[src/core/pifeb_pkg.sv]
// Constants for the peripheral interrupt flag and enable register bank.
// Shared by the register bank and anything that needs its map or field layout.
package pifeb_pkg;

    localparam int PIFEB_ADDR_W = 5;
    localparam int PIFEB_DATA_W = 32;
    localparam int PIFEB_REG_W = 8;
    localparam int PIFEB_PS_W = 4;

    // Byte addresses of the word-aligned registers
    localparam logic [PIFEB_ADDR_W-1:0] PIFEB_OFS_FLAGS_1 = 5'h00;
    localparam logic [PIFEB_ADDR_W-1:0] PIFEB_OFS_FLAGS_2 = 5'h04;
    localparam logic [PIFEB_ADDR_W-1:0] PIFEB_OFS_FLAGS_3 = 5'h08;
    localparam logic [PIFEB_ADDR_W-1:0] PIFEB_OFS_ENABLES_1 = 5'h0C;
    localparam logic [PIFEB_ADDR_W-1:0] PIFEB_OFS_ENABLES_2 = 5'h10;
    localparam logic [PIFEB_ADDR_W-1:0] PIFEB_OFS_ENABLES_3 = 5'h14;
    localparam logic [PIFEB_ADDR_W-1:0] PIFEB_OFS_CORE_CTRL = 5'h18;

    // Implemented bits of each register pair
    localparam logic [PIFEB_REG_W-1:0] PIFEB_MASK_1 = 8'h7F;
    localparam logic [PIFEB_REG_W-1:0] PIFEB_MASK_2 = 8'h94;
    localparam logic [PIFEB_REG_W-1:0] PIFEB_MASK_3 = 8'h10;
    // Flag bits of the first register that software may write
    localparam logic [PIFEB_REG_W-1:0] PIFEB_RW_FLAGS_1 = 8'h4F;
    localparam logic [PIFEB_REG_W-1:0] PIFEB_REG_RESET = 8'h00;

    // Field positions
    localparam int PIFEB_BIT_ADC = 6;
    localparam int PIFEB_BIT_RX = 5;
    localparam int PIFEB_BIT_TX = 4;
    localparam int PIFEB_BIT_CMP_LO = 1;
    localparam int PIFEB_BIT_CMP_HI = 3;
    localparam int PIFEB_BIT_TMR1 = 0;
    localparam int PIFEB_BIT_OSCF = 7;
    localparam int PIFEB_BIT_NVW = 4;
    localparam int PIFEB_BIT_LVD = 2;
    localparam int PIFEB_BIT_PWM = 4;

    // Core control register layout
    localparam int PIFEB_BIT_GIE = 7;
    localparam int PIFEB_BIT_PERIPHERAL_GLOBAL_ENABLE = 6;
    localparam int PIFEB_BIT_PRIORITY_LEVELS_ENABLE = 0;
    localparam logic [PIFEB_REG_W-1:0] PIFEB_MASK_CTRL = 8'hC1;

endpackage : pifeb_pkg

[src/core/pifeb_bank.sv]
// Peripheral interrupt flag and enable register bank with Avalon-MM slave.
// Assumes event inputs are one-cycle pulses synchronous to clk, the serial
// buffer states are levels from the serial block, and per-source priority
// bits come from a priority register bank outside this module.
//
// Behaviour
// - Flags set on their source event regardless of any enable bit.
// - ADC done sets flag1 bit 6; stays until software writes zero.
// - Flag1 bit 5 read-only, mirrors receive buffer full.
// - Flag1 bit 4 read-only, mirrors transmit buffer empty.
// - Flag1 bits 3..1 set when comparator 2..0 output changes.
// - Timer 1 overflow sets flag1 bit 0 until software clears it.
// - Unimplemented flag and enable bits read zero and ignore writes.
// - Oscillator failure sets flag2 bit 7; software clears it.
// - Nonvolatile write completion sets flag2 bit 4 until cleared.
// - Low-voltage detection sets flag2 bit 2.
// - PWM period match, after postscaler, sets flag3 bit 4.
// - Enable1 bits 6..0 enable the matching flag1 sources.
// - Without priority levels, peripheral requests need the peripheral enable.
// - Enable2 bits 7, 4, 2 enable oscillator, write, low-voltage sources.
// - Enable3 bit 4 enables the PWM time-base source.
// - With priority levels, peripheral enable gates all low-priority requests.
// - Per-source priority bits, outside, matter only with priority levels.
//
// Decided for this implementation: the Avalon-MM slave port and the placing of the registers.
`timescale 1ns/1ps
`default_nettype none

module pifeb_bank
    import pifeb_pkg::*;
(
    input wire logic clk,
    input wire logic sys_rst,
    // Avalon-MM slave
    input wire logic [PIFEB_ADDR_W-1:0] address,
    input wire logic read,
    input wire logic write,
    input wire logic [3:0] byteenable,
    input wire logic [PIFEB_DATA_W-1:0] writedata,
    output logic [PIFEB_DATA_W-1:0] readdata,
    output logic waitrequest,
    // Peripheral sources
    input wire logic adc_done_evt,
    input wire logic rx_buffer_full,
    input wire logic tx_buffer_empty,
    input wire logic [2:0] comparator_out,
    input wire logic timer1_overflow_evt,
    input wire logic osc_fail_evt,
    input wire logic nv_write_done_evt,
    input wire logic low_voltage_evt,
    input wire logic pwm_period_match_evt,
    input wire logic [PIFEB_PS_W-1:0] pwm_postscale,
    // Priority bits held outside, one per flag position
    input wire logic [PIFEB_REG_W-1:0] priority_1,
    input wire logic [PIFEB_REG_W-1:0] priority_2,
    input wire logic [PIFEB_REG_W-1:0] priority_3,
    // Toward the core
    output logic periph_irq_req,
    output logic irq_high_req,
    output logic irq_low_req
);

    function automatic logic hit(input logic [PIFEB_ADDR_W-1:0] a,
                                 input logic [PIFEB_ADDR_W-1:0] ofs);
        hit = (a == ofs);
    endfunction : hit

    logic [PIFEB_REG_W-1:0] flags_1_q;
    logic [PIFEB_REG_W-1:0] flags_2_q;
    logic [PIFEB_REG_W-1:0] flags_3_q;
    logic [PIFEB_REG_W-1:0] enables_1_q;
    logic [PIFEB_REG_W-1:0] enables_2_q;
    logic [PIFEB_REG_W-1:0] enables_3_q;
    logic [PIFEB_REG_W-1:0] core_ctrl_q;
    logic [2:0] cmp_prev_q;
    logic [PIFEB_PS_W-1:0] ps_cnt_q;
    logic ack_q;
    logic [PIFEB_DATA_W-1:0] readdata_q;
    logic periph_irq_req_q;
    logic irq_high_req_q;
    logic irq_low_req_q;

    logic [PIFEB_REG_W-1:0] flags_1_view;
    logic [PIFEB_REG_W-1:0] set_1;
    logic [PIFEB_REG_W-1:0] set_2;
    logic [PIFEB_REG_W-1:0] set_3;
    logic [PIFEB_REG_W-1:0] pend_1;
    logic [PIFEB_REG_W-1:0] pend_2;
    logic [PIFEB_REG_W-1:0] pend_3;
    logic [PIFEB_REG_W-1:0] rd_byte;
    logic [PIFEB_REG_W-1:0] wbyte;
    logic wr_go;
    logic pwm_fire;
    logic any_pend;
    logic any_high;
    logic any_low;
    logic global_irq_enable;
    logic peripheral_global_enable;
    logic priority_levels_enable;

    // Bus handshake: one wait state, then the answer; write lands on that edge
    assign waitrequest = (read | write) & ~ack_q;
    assign wr_go = write & ack_q & byteenable[0];
    assign wbyte = writedata[PIFEB_REG_W-1:0];
    assign readdata = readdata_q;

    always_ff @(posedge clk) begin
        if (sys_rst) begin
            ack_q <= 1'b0;
        end else begin
            ack_q <= (read | write) & ~ack_q;
        end
    end

    // Serial buffer flags are live views of the serial block
    always_comb begin
        flags_1_view = flags_1_q & PIFEB_RW_FLAGS_1;
        flags_1_view[PIFEB_BIT_RX] = rx_buffer_full;
        flags_1_view[PIFEB_BIT_TX] = tx_buffer_empty;
    end

    always_comb begin
        rd_byte = PIFEB_REG_RESET;
        if (hit(address, PIFEB_OFS_FLAGS_1)) begin
            rd_byte = flags_1_view;
        end else if (hit(address, PIFEB_OFS_FLAGS_2)) begin
            rd_byte = flags_2_q & PIFEB_MASK_2;
        end else if (hit(address, PIFEB_OFS_FLAGS_3)) begin
            rd_byte = flags_3_q & PIFEB_MASK_3;
        end else if (hit(address, PIFEB_OFS_ENABLES_1)) begin
            rd_byte = enables_1_q & PIFEB_MASK_1;
        end else if (hit(address, PIFEB_OFS_ENABLES_2)) begin
            rd_byte = enables_2_q & PIFEB_MASK_2;
        end else if (hit(address, PIFEB_OFS_ENABLES_3)) begin
            rd_byte = enables_3_q & PIFEB_MASK_3;
        end else if (hit(address, PIFEB_OFS_CORE_CTRL)) begin
            rd_byte = core_ctrl_q & PIFEB_MASK_CTRL;
        end
    end

    // Read data captured in the wait state so it is stable when sampled
    always_ff @(posedge clk) begin
        if (sys_rst) begin
            readdata_q <= '0;
        end else if (read & ~ack_q) begin
            readdata_q <= {{(PIFEB_DATA_W-PIFEB_REG_W){1'b0}}, rd_byte};
        end
    end

    // Comparator change detect; the previous value is the last one seen
    always_ff @(posedge clk) begin
        if (sys_rst) begin
            cmp_prev_q <= 3'h0;
        end else begin
            cmp_prev_q <= comparator_out;
        end
    end

    // PWM postscaler: flag on every (pwm_postscale + 1)th match
    assign pwm_fire = pwm_period_match_evt & (ps_cnt_q >= pwm_postscale);

    always_ff @(posedge clk) begin
        if (sys_rst) begin
            ps_cnt_q <= '0;
        end else if (pwm_fire) begin
            ps_cnt_q <= '0;
        end else if (pwm_period_match_evt) begin
            ps_cnt_q <= ps_cnt_q + 1'b1;
        end
    end

    always_comb begin
        set_1 = PIFEB_REG_RESET;
        set_1[PIFEB_BIT_ADC] = adc_done_evt;
        set_1[PIFEB_BIT_CMP_HI:PIFEB_BIT_CMP_LO] = comparator_out ^ cmp_prev_q;
        set_1[PIFEB_BIT_TMR1] = timer1_overflow_evt;
        set_2 = PIFEB_REG_RESET;
        set_2[PIFEB_BIT_OSCF] = osc_fail_evt;
        set_2[PIFEB_BIT_NVW] = nv_write_done_evt;
        set_2[PIFEB_BIT_LVD] = low_voltage_evt;
        set_3 = PIFEB_REG_RESET;
        set_3[PIFEB_BIT_PWM] = pwm_fire;
    end

    // Flags: a hardware set wins over a software write in the same cycle
    always_ff @(posedge clk) begin
        if (sys_rst) begin
            flags_1_q <= PIFEB_REG_RESET;
            flags_2_q <= PIFEB_REG_RESET;
            flags_3_q <= PIFEB_REG_RESET;
        end else begin
            if (wr_go && hit(address, PIFEB_OFS_FLAGS_1)) begin
                flags_1_q <= (wbyte | set_1) & PIFEB_RW_FLAGS_1;
            end else begin
                flags_1_q <= (flags_1_q | set_1) & PIFEB_RW_FLAGS_1;
            end
            if (wr_go && hit(address, PIFEB_OFS_FLAGS_2)) begin
                flags_2_q <= (wbyte | set_2) & PIFEB_MASK_2;
            end else begin
                flags_2_q <= (flags_2_q | set_2) & PIFEB_MASK_2;
            end
            if (wr_go && hit(address, PIFEB_OFS_FLAGS_3)) begin
                flags_3_q <= (wbyte | set_3) & PIFEB_MASK_3;
            end else begin
                flags_3_q <= (flags_3_q | set_3) & PIFEB_MASK_3;
            end
        end
    end

    always_ff @(posedge clk) begin
        if (sys_rst) begin
            enables_1_q <= PIFEB_REG_RESET;
            enables_2_q <= PIFEB_REG_RESET;
            enables_3_q <= PIFEB_REG_RESET;
            core_ctrl_q <= PIFEB_REG_RESET;
        end else if (wr_go) begin
            if (hit(address, PIFEB_OFS_ENABLES_1)) begin
                enables_1_q <= wbyte & PIFEB_MASK_1;
            end
            if (hit(address, PIFEB_OFS_ENABLES_2)) begin
                enables_2_q <= wbyte & PIFEB_MASK_2;
            end
            if (hit(address, PIFEB_OFS_ENABLES_3)) begin
                enables_3_q <= wbyte & PIFEB_MASK_3;
            end
            if (hit(address, PIFEB_OFS_CORE_CTRL)) begin
                core_ctrl_q <= wbyte & PIFEB_MASK_CTRL;
            end
        end
    end

    // Request combining toward the core
    assign pend_1 = flags_1_view & enables_1_q;
    assign pend_2 = flags_2_q & enables_2_q;
    assign pend_3 = flags_3_q & enables_3_q;
    assign any_pend = |{pend_1, pend_2, pend_3};
    // Priority bits only shape routing when levels are on
    assign any_high = |{pend_1 & priority_1, pend_2 & priority_2, pend_3 & priority_3};
    assign any_low = |{pend_1 & ~priority_1, pend_2 & ~priority_2, pend_3 & ~priority_3};
    assign global_irq_enable = core_ctrl_q[PIFEB_BIT_GIE];
    assign peripheral_global_enable = core_ctrl_q[PIFEB_BIT_PERIPHERAL_GLOBAL_ENABLE];
    assign priority_levels_enable = core_ctrl_q[PIFEB_BIT_PRIORITY_LEVELS_ENABLE];

    always_ff @(posedge clk) begin
        if (sys_rst) begin
            periph_irq_req_q <= 1'b0;
            irq_high_req_q <= 1'b0;
            irq_low_req_q <= 1'b0;
        end else begin
            periph_irq_req_q <= any_pend;
            if (!priority_levels_enable) begin
                irq_high_req_q <= global_irq_enable & peripheral_global_enable & any_pend;
                irq_low_req_q <= 1'b0;
            end else begin
                irq_high_req_q <= global_irq_enable & any_high;
                irq_low_req_q <= global_irq_enable & peripheral_global_enable & any_low;
            end
        end
    end

    assign periph_irq_req = periph_irq_req_q;
    assign irq_high_req = irq_high_req_q;
    assign irq_low_req = irq_low_req_q;
endmodule : pifeb_bank

`default_nettype wire

[config.mk]
export PLATFORM = sky130hd
export DESIGN_NAME = pifeb_bank
export DESIGN_NICKNAME = d
export VERILOG_FILES = /design/src/core/pifeb_pkg.sv /design/src/core/pifeb_bank.sv
export SDC_FILE = /design/constraint.sdc
export NUM_CORES = 1
export LEC_CHECK = 0
export ABC_CLOCK_PERIOD_IN_PS = 2150
export BUFFER_PORTS_ARGS = -buffer_cell sky130_fd_sc_hd__buf_4
export CELL_PAD_IN_SITES_DETAIL_PLACEMENT = 0
export CELL_PAD_IN_SITES_GLOBAL_PLACEMENT = 2
export CORE_UTILIZATION = 25
export CTS_CLUSTER_DIAMETER = 30
export DETAILED_ROUTE_END_ITERATION = 10
export HOLD_SLACK_MARGIN = 0.08
export PLACE_DENSITY_LB_ADDON = 0.1
export SLEW_MARGIN = 15
export SYNTH_ARGS = -nofsm -noshare
export SYNTH_HDL_FRONTEND = slang
export SYNTH_SLANG_ARGS = --single-unit
export TNS_END_PERCENT = 100
[constraint.sdc]
create_clock -name clk -period 2.15 [get_ports clk]
set_input_delay 0.215 -clock clk [delete_from_list [all_inputs] [get_ports clk]]
set_output_delay 0.215 -clock clk [all_outputs]
set_load 0.02 [all_outputs]
==> reports/metrics.csv <==
stage,metric,value,unit
worst_setup_path,crit path kind,flop to flop,
synthesis,number of synthesized flops with an enable pin,0,
global_route,initial antenna violation count,0,
global_route,number of global-route vias before repair,1891,
cts,post-cts resize count,0,
layout,Antenna diodes,0,
power,switching part of the total power,28.4,%
worst_setup_path,Worst R2R End,ps_cnt_q[3],
die,starting density of the core,26.2,%
worst_setup_path,r2r setup slk,0.47,ns
synthesis,Unique masters post-synth,46,
route,drt total wl,6730,µm
cts,CTS hold repair buffers,0,
hold_path,beginning of the worst hold path,comparator_out[0],
sta,clock skew,0.00897,ns
sta,Setup WS post-layout,0.474,ns
worst_setup_path,Reg2Reg Launch Point,ps_cnt_q[0],
layout,area of the multi-input gates,0.00130,mm²
worst_setup_path,reg2reg path depth,6,
global_route,pin count of the biggest net entering global routing,26,
layout,fill count,961,
cts,CTS buffer count,5,
global_route,met1 Use GR,21.1,%
synthesis,cells after synthesis,266,
sta,min Tclk post-route,1.68,ns
placed_design,pre-CTS setup slack,0.521,ns
sta,Final Max Tran Viols,0,
layout,Synth-to-Final Area Change,22.4,%
layout,Reg area,841,µm²
worst_setup_path,Worst Path Arrival,1.88,ns
cts,clock latency on the worst-skew pair,0.30,ns
global_route,GRT met3 Usage,3.19,%
global_route,M2 GR Usage,21.2,%
sta,RSZ-0062 raised after global routing,false,
placed_design,DP Wirelength,5230,µm
worst_setup_path,CP required,2.35,ns
sta,number of setup violations in the final report,0,
synthesis,"Cell Area, Synth",0.00233,mm²
cts,Clock Sink Count,42,
layout,"most common cell after layout, fill and taps aside",buf_4,
route,drt pass-1 iters,4,
synthesis,"flops & latches, synth",42,
cts,clock-pin transition on the worst setup and hold timing paths,0.09,ns
die,die area,0.00972,mm²
synthesis,ys async rst share,0,%
power,sequential share of power,50.6,%
route,routed vias/inst,4.69,
sta,final critical-path share of the clock period,77.9,%
die,die width,98.6,µm
die,FP Rows,34,
global_route,first-pass GRT wire length,10600,µm
global_route,Top Usage Layer GRT,met2,
die,core area,0.00889,mm²
layout,layout cells sized above 1,22.7,%
power,leakage power total,0.00133,µW
route,Starting DRT DRC Count,59,
sta,Slew HR,63.6,%
power,Combinational Power Share,16.1,%
synthesis,sequential area share after synthesis,36.0,%
synthesis,"Avg Cell Area, Syn",8.77,µm²
route,Post-DRT Antenna Nets,0,
worst_setup_path,Critical Path Fanout Max,4,
route,routed length per placed instance,15.7,µm
cts,CTS max path bufs,2,
cts,CTS root buf,clkbuf_8,
cts,TritonCTS clock tree,built,
cts,H-tree lvl count,2,
route,# DRC,0,
synthesis,most common flop cell mapped by yosys,dfxtp_1,
worst_setup_path,CP endpoint kind,flop,
route,DR vias,2014,
layout,"commonest cells after routing, fill and taps aside","buf_4, dfxtp_1, nor2_1",
sta,Final Hold Viols,0,
hold_path,Tightest Hold Check Type,input pin to flop,
cts,Post-CTS Setup Repair Bufs,0,
sta,fmax,0.597,GHz
power,Pwr per Cell Area,577,mW/mm²
sta,final setup TNS,0,ns
global_route,Total GRT Usage,14.5,%
layout,fin nets,409,
power,Clock power frac,33.3,%
power,maximum vdd drop,0.000251,V
sta,pin slew with the least headroom to its limit,0.544,ns
power,net switching power,468,µW
worst_setup_path,startpoint types,flop,
placed_design,routability cong.,0.749,
status,outcome,finished clean,
die,io pins,120,
synthesis,Syn. warnings,0,
global_route,Overflow after GRT,0,
die,Vert. Die Dim,98.6,µm
placed_design,port bufs,55,
hold_path,hold path depth,2,
run,Max-Cap Viols,0,
hold_path,Worst Hold End,cmp_prev_q[0],
power,internal power,1180,µW
==> Yosys cell counts (2+ instances only) <==
library cell	count	area, µm²
and3_1	2	12.5
nand2b_1	2	12.5
buf_2	4	20.0
nor3_1	3	15.0
nor2b_1	6	37.5
a21oi_1	12	60.1
nor2_1	26	97.6
a311oi_1	4	35.0
nand3_1	15	75.1
a22oi_1	7	52.6
clkbuf_1	5	18.8
a211oi_1	3	22.5
a21o_1	2	15.0
o22ai_1	2	12.5
inv_1	12	45.0
o21ai_0	3	15.0
xor2_1	2	17.5
mux2i_1	25	250
nand3b_1	4	30.0
a32oi_1	3	26.3
a22o_1	6	52.6
mux2_2	3	33.8
nand4_1	9	56.3
dfxtp_1	42	841
xnor2_1	4	35.0
nand2_1	13	48.8
ha_1	5	62.6
buf_4	24	180
==> sequential cells by signal (all words and copies together), names as in the netlist <==
signal,flops
flags_2_q,3
ps_cnt_q,4
core_ctrl_q,3
flags_3_q,1
irq_low_req,1
enables_1_q,7
readdata,8
periph_irq_req,1
ack_q,1
enables_3_q,1
irq_high_req,1
cmp_prev_q,3
flags_1_q,5
enables_2_q,3
==> critical path: stages (launching register included) <==
cell	delay [ns]
dfxtp_1	0.41
inv_1	0.06
ha_1	0.26
nand2b_1	0.14
a21o_1	0.20
a21o_1	0.23
a311oi_1	0.28
==> worst max path at each step <==
stage / start / endpoint / slack, ns / cells past startpoint
CTS: ps_cnt_q[0] / ps_cnt_q[3] / 0.48 / 6
global placement: ps_cnt_q[0] / ps_cnt_q[3] / 0.50 / 6
detailed placement: ps_cnt_q[0] / ps_cnt_q[3] / 0.52 / 6
global route: ps_cnt_q[0] / ps_cnt_q[3] / 0.38 / 6
floorplan: ps_cnt_q[0] / ps_cnt_q[0] / 0.67 / 6
finish: ps_cnt_q[0] / ps_cnt_q[3] / 0.47 / 6
==> metrics by stage <==
| stage | cell area, µm² | util (%) | hold WS, ns | power, µW | std cells |
|---|---|---|---|---|---|
| 2_1_floorplan | 2420 | - | 0.343 | 1030 | 289 |
| 4_1_cts | 2860 | 32.1 | 0.136 | 1670 | 429 |
| 5_1_grt | 2860 | 32.1 | 0.135 | 1740 | 429 |
| 6_report | 2860 | 32.1 | 0.142 | 1650 | 429 |
| 3_3_place_gp | 2760 | 31.1 | 0.447 | 1120 | 421 |
| 3_5_place_dp | 2760 | 31.1 | 0.452 | 1120 | 421 |
==> area by class of cell <==
| type | instances | share of cell area (%) |
|---|---|---|
| Timing Repair Buffer | 59 | 15.5 |
| Multi-Input combinational cell | 200 | 45.5 |
| Sequential cell | 42 | 29.4 |
| Inverter | 12 | 1.58 |
| Clock buffer | 7 | 3.02 |
| Tap cell | 108 | 4.73 |
| Clock inverter | 1 | 0.175 |
==> routing by layer <==
layer	vias up	share of wire, %	wire [µm]
met5	-	0	0
met4	0	0.97	65
met3	5	4.6	307
met2	60	43	2880
met1	932	52	3480
li1	1017	-	-
==> power by group through the flow <==
stage	clock [µW]	combinational [µW]	sequential, µW
detailed placement	0	265	852
global placement	0	265	852
finish	548	266	833
CTS	575	266	833
floorplan	0	182	847
global route	614	293	836
==> cells by family (layout without fill, tap and decap cells) <==
family | Yosys count | count (layout) | share of synthesized area, %
mux | 29 | 29 | 12.8
simple gates | 87 | 87 | 19.0
flops | 42 | 42 | 36.0
fa+ha+maj | 5 | 5 | 2.68
compound gates | 49 | 49 | 15.1
buf+inv | 47 | 79 | 12.0
xor+xnor | 6 | 6 | 2.25
other cells | 1 | 24 | 0.161
No activity file was read; power rests on OpenSTA's default activity.
